`src/ssc_pkg.sv`:
```
// constants and types for the supply switch and cell control block
package ssc_pkg;

	localparam logic [7:0] ADDR_STORE_CELL   = 8'h06;
	localparam logic [7:0] ADDR_REGULATOR    = 8'h0e;
	localparam logic [7:0] ADDR_LOW_HARVEST  = 8'h0f;
	localparam logic [7:0] ADDR_AUX_SOURCE   = 8'h10;
	localparam logic [7:0] ADDR_AUX_GND_MODE = 8'h11;
	localparam logic [7:0] ADDR_PWR_ENABLE   = 8'h19;
	localparam logic [7:0] ADDR_PROTECT_KEY  = 8'h1b;
	localparam logic [7:0] ADDR_PROT_LAST    = 8'h18;
	localparam logic [7:0] KEY_UNLOCK        = 8'h4b;

	localparam logic [7:0] MASK_STORE_CELL   = 8'h07;
	localparam logic [7:0] MASK_REGULATOR    = 8'hff;
	localparam logic [7:0] MASK_LOW_HARVEST  = 8'h7f;
	localparam logic [7:0] MASK_AUX_SOURCE   = 8'h3f;
	localparam logic [7:0] MASK_AUX_GND_MODE = 8'h07;
	localparam logic [7:0] MASK_PWR_ENABLE   = 8'hfe;
	localparam logic [7:0] RESET_BYTE        = 8'h00;

	// field positions
	localparam int POS_OFF_GROUND   = 7;
	localparam int POS_AUX_LEVEL    = 4;
	localparam int POS_FORCE_MAIN   = 3;
	localparam int POS_MAIN_LEVEL   = 0;
	localparam int POS_CONV_OFF     = 7;
	localparam int POS_GND_EN       = 4;
	localparam int POS_AUX_EN       = 1;
	localparam int POS_GND_OPEN_LH  = 4;
	localparam int POS_AUX_OFF_LH   = 1;
	localparam int POS_MAIN_OFF_LH  = 0;
	localparam int POS_FORCE_JOIN   = 2;
	localparam int POS_PRIM_CELL    = 1;
	localparam int POS_GUARD_OFF    = 0;

	localparam logic [1:0] SRC_STORE    = 2'h0;
	localparam logic [1:0] SRC_REG      = 2'h1;
	localparam logic [1:0] SRC_AUTO_FLT = 2'h2;
	localparam logic [1:0] SRC_AUTO_GND = 2'h3;

	// confirmation gap between two store measurements
	localparam int CLK_PERIOD_PS    = 5000;
	localparam int T_CONFIRM_US     = 1000;
	localparam int CONFIRM_CYCLES   = (T_CONFIRM_US * 1000000 + CLK_PERIOD_PS - 1) / CLK_PERIOD_PS;
	localparam logic [1:0] JOIN_HRV_PERIODS = 2'h2;

	typedef enum logic [1:0]
	{
		OUT_FLOAT = 2'h0,
		OUT_STORE = 2'h1,
		OUT_REG   = 2'h2,
		OUT_GND   = 2'h3
	} ssc_out_type;

	typedef enum logic [1:0]
	{
		ST_SPLIT   = 2'b00,
		ST_CONFIRM = 2'b01,
		ST_JOINED  = 2'b11
	} ssc_join_type;

	// regulator level in millivolts from its 3-bit code
	function automatic logic [11:0] ssc_level_mv(input logic [2:0] code);
		logic [11:0] mv;
		mv = 12'h0;
		unique case (code)
			3'h0: mv = 12'd1200;
			3'h1: mv = 12'd1550;
			3'h2: mv = 12'd1650;
			3'h3: mv = 12'd1800;
			3'h4: mv = 12'd2000;
			3'h5: mv = 12'd2200;
			3'h6: mv = 12'd2400;
			3'h7: mv = 12'd2600;
		endcase
		return mv;
	endfunction

endpackage : ssc_pkg

```
`src/ssc_supply_ctrl.sv`:
```
// supply output switching and primary cell store joining logic
module ssc_supply_ctrl
	import ssc_pkg::*;
#(
	parameter int unsigned CONFIRM_CYC = CONFIRM_CYCLES
)
(
	input  wire logic        clk,
	input  wire logic        rst_n,
	input  wire logic        boot_done,
	input  wire logic        nvm_load_en,
	input  wire logic [7:0]  nvm_load_addr,
	input  wire logic [7:0]  nvm_load_data,
	input  wire logic        reg_wr_en,
	input  wire logic [7:0]  reg_wr_addr,
	input  wire logic [7:0]  reg_wr_data,
	input  wire logic [7:0]  reg_rd_addr,
	input  wire logic        txn_end,
	input  wire logic        sts_above_store_low_upper,
	input  wire logic        sts_above_app_high,
	input  wire logic        sts_below_split_low_upper,
	input  wire logic        lts_above_store_cutoff,
	input  wire logic        harvest_low,
	input  wire logic        sts_meas_tick,
	input  wire logic        hrv_meas_tick,
	input  wire logic [5:0]  thr_code,
	output logic      [7:0]  reg_rd_data_r,
	output ssc_out_type      main_out_r,
	output ssc_out_type      aux_out_r [3],
	output logic      [2:0]  aux_gnd_connect_r,
	output logic             main_reg_on_r,
	output logic      [11:0] main_level_mv_r,
	output logic      [11:0] aux_level_mv_r,
	output logic             step_up_converter_off_r,
	output logic             lts_charge_allowed_r,
	output logic             stores_joined_r,
	output logic             battery_guard_active_r,
	output logic             lux_allowed_r,
	output logic      [6:0]  thr_units_r
);

	logic [7:0]   store_cell_config_r;
	logic [7:0]   regulator_config_r;
	logic [7:0]   low_harvest_switch_config_r;
	logic [7:0]   aux_output_source_config_r;
	logic [7:0]   aux_ground_mode_config_r;
	logic [7:0]   power_switch_enable_r;
	logic [7:0]   protect_key_r;
	logic [4:0]   sync1_r;
	logic [4:0]   sync2_r;
	ssc_join_type join_st_r;
	logic [17:0]  confirm_cnt_r;
	logic [1:0]   hrv_cnt_r;

	logic sup_ok, app_high, split_low, lts_ok, hl;
	logic prot_on, guard, force_join, prim, auto_join;
	logic main_en;
	logic wr_ok;

	// two-stage synchroniser for comparator and flag levels
	always_ff @(posedge clk)
	begin
		if (!rst_n)
		begin
			sync1_r <= 5'h0;
			sync2_r <= 5'h0;
		end
		else
		begin
			sync1_r <= {harvest_low, lts_above_store_cutoff, sts_below_split_low_upper,
				sts_above_app_high, sts_above_store_low_upper};
			sync2_r <= sync1_r;
		end
	end

	assign sup_ok    = sync2_r[0];
	assign app_high  = sync2_r[1];
	assign split_low = sync2_r[2];
	assign lts_ok    = sync2_r[3];
	assign hl        = sync2_r[4];

	// protected range opens only with the unlock key
	assign wr_ok = reg_wr_en && (reg_wr_addr > ADDR_PROT_LAST || protect_key_r == KEY_UNLOCK);

	// key register, cleared at end of transaction
	always_ff @(posedge clk)
	begin
		if (!rst_n || txn_end)
			protect_key_r <= RESET_BYTE;
		else if (reg_wr_en && reg_wr_addr == ADDR_PROTECT_KEY)
			protect_key_r <= reg_wr_data;
	end

	// configuration registers: nonvolatile load during boot, software after
	always_ff @(posedge clk)
	begin
		if (!rst_n)
		begin
			store_cell_config_r         <= RESET_BYTE;
			regulator_config_r          <= RESET_BYTE;
			low_harvest_switch_config_r <= RESET_BYTE;
			aux_output_source_config_r  <= RESET_BYTE;
			aux_ground_mode_config_r    <= RESET_BYTE;
			power_switch_enable_r       <= RESET_BYTE;
		end
		else if (!boot_done)
		begin
			if (nvm_load_en)
			begin
				unique case (nvm_load_addr)
					ADDR_STORE_CELL:   store_cell_config_r <= nvm_load_data & MASK_STORE_CELL;
					ADDR_REGULATOR:    regulator_config_r <= nvm_load_data & MASK_REGULATOR;
					ADDR_LOW_HARVEST:  low_harvest_switch_config_r <= nvm_load_data & MASK_LOW_HARVEST;
					ADDR_AUX_SOURCE:   aux_output_source_config_r <= nvm_load_data & MASK_AUX_SOURCE;
					ADDR_AUX_GND_MODE: aux_ground_mode_config_r <= nvm_load_data & MASK_AUX_GND_MODE;
					ADDR_PWR_ENABLE:   power_switch_enable_r <= nvm_load_data & MASK_PWR_ENABLE;
					default:           ;
				endcase
			end
		end
		else if (wr_ok)
		begin
			unique case (reg_wr_addr)
				ADDR_STORE_CELL:   store_cell_config_r <= reg_wr_data & MASK_STORE_CELL;
				ADDR_REGULATOR:    regulator_config_r <= reg_wr_data & MASK_REGULATOR;
				ADDR_LOW_HARVEST:  low_harvest_switch_config_r <= reg_wr_data & MASK_LOW_HARVEST;
				ADDR_AUX_SOURCE:   aux_output_source_config_r <= reg_wr_data & MASK_AUX_SOURCE;
				ADDR_AUX_GND_MODE: aux_ground_mode_config_r <= reg_wr_data & MASK_AUX_GND_MODE;
				ADDR_PWR_ENABLE:   power_switch_enable_r <= reg_wr_data & MASK_PWR_ENABLE;
				default:           ;
			endcase
		end
	end

	// read port, unmapped addresses read zero
	always_ff @(posedge clk)
	begin
		if (!rst_n)
			reg_rd_data_r <= RESET_BYTE;
		else
		begin
			unique case (reg_rd_addr)
				ADDR_STORE_CELL:   reg_rd_data_r <= store_cell_config_r;
				ADDR_REGULATOR:    reg_rd_data_r <= regulator_config_r;
				ADDR_LOW_HARVEST:  reg_rd_data_r <= low_harvest_switch_config_r;
				ADDR_AUX_SOURCE:   reg_rd_data_r <= aux_output_source_config_r;
				ADDR_AUX_GND_MODE: reg_rd_data_r <= aux_ground_mode_config_r;
				ADDR_PWR_ENABLE:   reg_rd_data_r <= power_switch_enable_r;
				ADDR_PROTECT_KEY:  reg_rd_data_r <= protect_key_r;
				default:           reg_rd_data_r <= RESET_BYTE;
			endcase
		end
	end

	// primary cell controls
	assign prim       = store_cell_config_r[POS_PRIM_CELL];
	assign prot_on    = !store_cell_config_r[POS_GUARD_OFF];
	assign guard      = prot_on && !lts_ok;
	assign force_join = prim && store_cell_config_r[POS_FORCE_JOIN] && !guard;
	assign auto_join  = prim && join_st_r == ST_JOINED && !(prot_on && !lts_ok);

	// automatic join sequence
	always_ff @(posedge clk)
	begin
		if (!rst_n || !prim)
		begin
			join_st_r     <= ST_SPLIT;
			confirm_cnt_r <= 18'h0;
			hrv_cnt_r     <= 2'h0;
		end
		else
		begin
			unique case (join_st_r)
				ST_SPLIT:
				begin
					hrv_cnt_r <= 2'h0;
					if (hl)
						join_st_r <= ST_JOINED;
					else if (sts_meas_tick && split_low)
					begin
						join_st_r     <= ST_CONFIRM;
						confirm_cnt_r <= 18'(CONFIRM_CYC - 1);
					end
				end
				ST_CONFIRM:
				begin
					if (hl)
						join_st_r <= ST_JOINED;
					else if (confirm_cnt_r != 18'h0)
						confirm_cnt_r <= confirm_cnt_r - 18'h1;
					else
						join_st_r <= split_low ? ST_JOINED : ST_SPLIT;
				end
				ST_JOINED:
				begin
					if (hrv_meas_tick)
					begin
						if (hrv_cnt_r == JOIN_HRV_PERIODS - 2'h1)
						begin
							hrv_cnt_r <= 2'h0;
							if (!hl)
								join_st_r <= ST_SPLIT;
						end
						else
							hrv_cnt_r <= hrv_cnt_r + 2'h1;
					end
				end
				default: join_st_r <= ST_SPLIT;
			endcase
		end
	end

	// store switch, converter and status outputs
	always_ff @(posedge clk)
	begin
		if (!rst_n)
		begin
			stores_joined_r         <= 1'b0;
			step_up_converter_off_r <= 1'b0;
			lts_charge_allowed_r    <= 1'b0;
			battery_guard_active_r  <= 1'b0;
			lux_allowed_r           <= 1'b0;
			thr_units_r             <= 7'h0;
		end
		else
		begin
			stores_joined_r <= force_join || auto_join;
			step_up_converter_off_r <= power_switch_enable_r[POS_CONV_OFF] || force_join;
			lts_charge_allowed_r <= !prim;
			battery_guard_active_r <= guard;
			lux_allowed_r <= !prim || force_join;
			thr_units_r <= {1'b0, thr_code} + 7'h1;
		end
	end

	// main output enable: low-harvest off bit disables it
	assign main_en = sup_ok && !(hl && low_harvest_switch_config_r[POS_MAIN_OFF_LH]);

	// main output and regulator
	always_ff @(posedge clk)
	begin
		if (!rst_n)
		begin
			main_out_r      <= OUT_FLOAT;
			main_reg_on_r   <= 1'b0;
			main_level_mv_r <= 12'h0;
			aux_level_mv_r  <= 12'h0;
		end
		else
		begin
			main_level_mv_r <= ssc_level_mv(regulator_config_r[POS_MAIN_LEVEL +: 3]);
			aux_level_mv_r  <= ssc_level_mv(regulator_config_r[POS_AUX_LEVEL +: 3]);
			if (!boot_done)
			begin
				main_out_r    <= OUT_FLOAT;
				main_reg_on_r <= 1'b0;
			end
			else if (main_en)
			begin
				main_reg_on_r <= app_high || regulator_config_r[POS_FORCE_MAIN];
				main_out_r <= (app_high || regulator_config_r[POS_FORCE_MAIN]) ? OUT_REG
					: OUT_STORE;
			end
			else
			begin
				main_reg_on_r <= 1'b0;
				main_out_r <= regulator_config_r[POS_OFF_GROUND] ? OUT_GND : OUT_FLOAT;
			end
		end
	end

	// auxiliary outputs and ground pins
	for (genvar i = 0; i < 3; i++)
	begin : g_aux
		logic [1:0] src;
		logic       on;
		logic       gnd_on;
		assign src = aux_output_source_config_r[2 * i +: 2];
		assign on = sup_ok && power_switch_enable_r[POS_AUX_EN + i]
			&& !(hl && low_harvest_switch_config_r[POS_AUX_OFF_LH + i]);
		assign gnd_on = sup_ok && power_switch_enable_r[POS_GND_EN + i]
			&& !(aux_ground_mode_config_r[i] && app_high)
			&& !(hl && low_harvest_switch_config_r[POS_GND_OPEN_LH + i]);

		always_ff @(posedge clk)
		begin
			if (!rst_n)
			begin
				aux_out_r[i]         <= OUT_FLOAT;
				aux_gnd_connect_r[i] <= 1'b0;
			end
			else if (!boot_done)
			begin
				aux_out_r[i]         <= OUT_FLOAT;
				aux_gnd_connect_r[i] <= 1'b0;
			end
			else
			begin
				aux_gnd_connect_r[i] <= gnd_on;
				if (!on)
					aux_out_r[i] <= (src == SRC_AUTO_GND) ? OUT_GND : OUT_FLOAT;
				else if (src == SRC_STORE)
					aux_out_r[i] <= OUT_STORE;
				else if (src == SRC_REG)
					aux_out_r[i] <= OUT_REG;
				else
					aux_out_r[i] <= app_high ? OUT_REG : OUT_STORE;
			end
		end
	end
endmodule // ssc_supply_ctrl

```
`config.mk`:
```
export PLATFORM = sky130hd
export DESIGN_NAME = ssc_supply_ctrl
export DESIGN_NICKNAME = d
export VERILOG_FILES = /design/src/ssc_pkg.sv /design/src/ssc_supply_ctrl.sv
export SDC_FILE = /design/constraint.sdc
export NUM_CORES = 1
export LEC_CHECK = 0
export BUFFER_PORTS_ARGS = -buffer_cell sky130_fd_sc_hd__buf_2
export CELL_PAD_IN_SITES_DETAIL_PLACEMENT = 1
export CELL_PAD_IN_SITES_GLOBAL_PLACEMENT = 2
export CORE_AREA = 2 2 128 130
export CTS_BUF_LIST = sky130_fd_sc_hd__clkbuf_8
export DETAILED_ROUTE_END_ITERATION = 6
export DIE_AREA = 0 0 130 132
export PLACE_DENSITY_LB_ADDON = 0.1
export SLEW_MARGIN = 15
export SYNTH_ARGS = -nofsm -noshare
export SYNTH_HDL_FRONTEND = slang
export SYNTH_SLANG_ARGS = --single-unit
```
`constraint.sdc`:
```
create_clock -name clk -period 3.7 [get_ports clk]
set_clock_uncertainty 0.1 [all_clocks]
set_input_delay 0.185 -clock clk [delete_from_list [all_inputs] [get_ports clk]]
set_output_delay 0.185 -clock clk [all_outputs]
set_load 0.005 [all_outputs]
```
==> results.md <==
Critical path:
- The highest net fanout along the worst path is 8.
- The critical path goes through inv_1 > ha_1 > or4b_1 > or2_2 > o21ai_0 > o311ai_0 > a21oi_1.
- The category of the worst setup path launch point is a flop.
- STA classifies the critical path endpoint as a flop.
- Counting both buffers and inverters, the worst setup path holds a total of 1.
- The start-to-end type of the worst setup path is flop to flop.
- Counting buffers and inverters, the worst setup path is 7 cells deep.
- The cell type group with the largest total delay on the critical path is simple AND/OR/NAND/NOR gates.
- The worst reg-to-reg path cell count is 7.
- The slowest library cell on the worst path is or4b_1.
- The arrival time at the worst endpoint is 2.81 ns.
- The delay of the slowest critical-path stage is ~0.55 ns.
- STA puts the critical path data required time at 3.95 ns.

Timing:
- The post-route minimum period is ~2.6 ns.
- Dividing the final minimum period by the clock period gives 0.691.
- Based on the critical path, the design can be clocked at up to slightly below 400 MHz.
- The final max-slew violation count is 0.
- The total count of hold-check failures in the final report is 0.
- Setup repair after global routing left no endpoint under its margin.
- The slew at the pin closest to its max-slew limit is 1.02 ns.
- In the final timing run, aggregate negative setup slack is 0 ns.
- The final-report setup violation count is 0.
- The headroom to the max-slew limit is 0.314.

Clock network:
- The clock insertion delay at the later pin of the skew report is approximately 0.44 ns.
- The CTS H-tree depth is 4.
- Counting the buffers created by CTS gives 17.
- The root buffer cell chosen for the clock tree is clkbuf_8.
- The CTS sink count is about 130.
- TritonCTS built the clock tree.
- In this run the deepest clock path goes through 2 buffers.
- After clock tree synthesis, the clock-pin slew on the worst setup and hold paths is roughly 0.08 ns.

Routing:
- The routed wirelength normalized by instance count is roughly 17 um.
- After detailed routing, the number of remaining DRC violations is 0.
- The total wirelength of the detailed-routed design is around 17000 um.
- The ratio of routed vias to standard cells is around 5.2.
- The first detailed-routing pass took 5 iterations.
- The via count is 5203.
- For this block, the initial DRC count from the detailed router was between 200 and 250.
- The number of nets with antenna violations after detailed routing is 0.

Synthesis:
- In the synthesized netlist, the number of instances is roughly 640.
- The count of distinct cell types in the synthesized netlist is 67.
- The register area share after synthesis is 0.446.
- The cell type contributing the most total cell area after synthesis is dfxtp_1.
- For this run, the number of Yosys warnings is 0.
- The area fraction of the dominant cell type after synthesis is 0.446.
- The cell area after technology mapping is 5750 sq um.
- For this run, asynchronously set or reset flops after synthesis account for 0.
- Sorting the synthesized cells by area gives the leading types as dfxtp_1, mux2i_1, nand2_1.
- In the synthesized netlist, the cells that appear most often are dfxtp_1, nand2_1, mux2i_1, nor2_1, a21oi_1.
- Dividing the synthesized area by the synthesized cell count gives 8.97 sq um.
- The leading register cell type out of synthesis is dfxtp_1.
- The number of synthesized flops with an enable pin is 0.
- Counting flops and latches in the post-synthesis netlist gives approximately 130.
- The most common cell in the synthesized netlist is dfxtp_1.

Layout:
- The sequential cell area in the final layout is between 2000 and 3000 sq um.
- The multi-input combinational cells in the finished layout cover a total of 2990 sq um.
- 0 antenna diodes ended up in the layout.
- The post-route cell area is about 7100 sq um.
- The number of filler instances in the final layout is ~1.9k.
- The area growth from synthesis to layout is 24.4%.
- The number of nets in the final layout is between 800 and 900.
- Of the cells placed in the final design, the portion with a size suffix greater than 1 is 0.223.

GRT:
- The met3 routing resource usage after global routing is 0.0499.
- The total global-route track usage is 0.208.
- Summed over all layers, the global routing overflow is 0.
- The number of global-route vias before repair is 5362.
- After global routing, the most crowded layer is met2.
- The global-route track usage on met1 is 0.283.
- The initial antenna violation count was 0.
- The largest net degree at the start of global routing is 47.
- The first-pass GRT wire length is roughly 28000 um.
- In the global route stage, met2 resource usage came out at 0.332.

Pwr:
- The standby leakage power is around 3.0 nW.
- The power per cell area is 404 nW/um^2.
- The worst IR drop on VDD is around 0.00023 V.

Run status:
- The flow ran to the end, and the final reports show no timing, DRC or antenna violations.

Placed design:
- In this run the cell area measured after placement is between 6000 and 7000 sq um.
- The final weighted congestion in routability-driven placement is 0.847.
- The post-detailed-placement half-perimeter wirelength is 12600 um.
- The number of I/O port buffers is 112.

Worst hold path:
- The number of cells on the worst hold path is 3.
- In this run the worst hold path is classified as input port to flop.

Die:
- The core region area is approximately 16000 sq um.
- From left edge to right edge, the die measures around 130 um.
- The floorplan has between 40 and 50 rows.
- 115 I/O pins were placed.
- The die outline height is 132 um.
- The die covers ~17000 sq um.
- The starting density of the core is 0.366.

Job:
- The tool flagged a number of max-cap violations equal to 0.
[layer usage]
metal	up-vias	part of all wire
li1	2549	-
met4	0	0.0094
met5	-	0
met2	132	0.46
met1	2509	0.48
met3	13	0.052
[cell type report]
type                       count  area share
multi-input combinational    465       0.419
sequential                   128       0.358
timing repair buffer         141       0.117
clock buffer                  17      0.0327
tap                          216      0.0378
inverter                      15     0.00788
clock inverter                15      0.0275
[flip-flops by register name, summed over array words and instances, names as in the netlist, 8 cells and up]
signal / count
protect_key_r: 8
confirm_cnt_r: 18
regulator_config_r: 8
main_level_mv_r: 11
reg_rd_data_r: 8
aux_level_mv_r: 11
[final timing paths]
check | startpoint | endpoint | slack [ns]
setup / recovery | confirm_cnt_r[0] | confirm_cnt_r[7] | 1.14
hold / removal | reg_rd_addr[0] | reg_rd_data_r[4] | 0.08
setup reg to reg | confirm_cnt_r[0] | confirm_cnt_r[7] | 1.14
hold reg to reg | sync1_r[4] | sync2_r[4] | 0.35
[cells by family after synthesis]
kind of cell,share of synthesized area
flip-flops,0.446
buffers and inverters,0.0337
XOR/XNOR,0.00762
AND/OR/NAND/NOR,0.225
multiplexers,0.114
adder cells (fa/ha/maj),0.0218
other,0.000653
AO/OA/AOI/OAI,0.151
[worst register-to-register path: cells and delay by family, from the launching register on]
| kind | cells | cell delay (ns) |
|---|---|---|
| and+or+nand+nor | 2 | 0.97 |
| AOI/OAI and AO/OA | 3 | 0.72 |
| DFF | 1 | 0.37 |
| adders and majority gates | 1 | 0.18 |
| buffers and inverters | 1 | 0.13 |
[power by group]
| group | internal, W | leakage [nW] | total, W | switching (W) |
|---|---|---|---|---|
| combinational | 0.0000790 | 1.75 | 0.000170 | 0.0000905 |
| sequential | 0.00139 | 1.04 | 0.00140 | 0.00000982 |
| clock | 0.000731 | 0.218 | 0.00131 | 0.000581 |
[through the flow]
stage / instances / utilization / total power (W) / setup WS [ns] / hold slack (ns)
after floorplan: 642 / - / 0.00151 / 1.41 / 0.157
after global placement: 942 / 0.413 / 0.00158 / 1.27 / 0.286
after detailed placement: 942 / 0.413 / 0.00159 / 1.18 / 0.291
after CTS: 997 / 0.455 / 0.00291 / 1.15 / 0.0537
after global routing: 997 / 0.455 / 0.00300 / 0.963 / 0.0718
final: 997 / 0.455 / 0.00289 / 1.14 / 0.0800
[what timing repair did]
item                      in CTS  in global routing
hold endpoints to repair      24                  0
buffers inserted               0                  0
gates resized for setup        0                  0
hold buffers                  23                  0
[cell usage in the layout, fill, tap and decap left out, types with 4 or more instances in the layout]
cell type,instances
a22o_1,6
a31oi_1,9
buf_2,112
nand3_1,19
a21oi_1,40
nand2b_1,6
inv_1,17
clkinv_4,5
buf_4,6
and2_1,22
ha_1,10
dfxtp_1,128
nor3_1,19
mux2i_1,53
nor4b_1,5
a211oi_1,5
and3_1,6
mux2_2,11
nand2_1,87
or3_1,10
nor3b_1,4
nor2b_1,5
o21ai_0,21
bufinv_16,4
a21boi_0,8
dlygate4sd3_1,23
nor2_1,43
a22oi_1,5
clkbuf_8,17
Power figures use the tool's default switching activity.
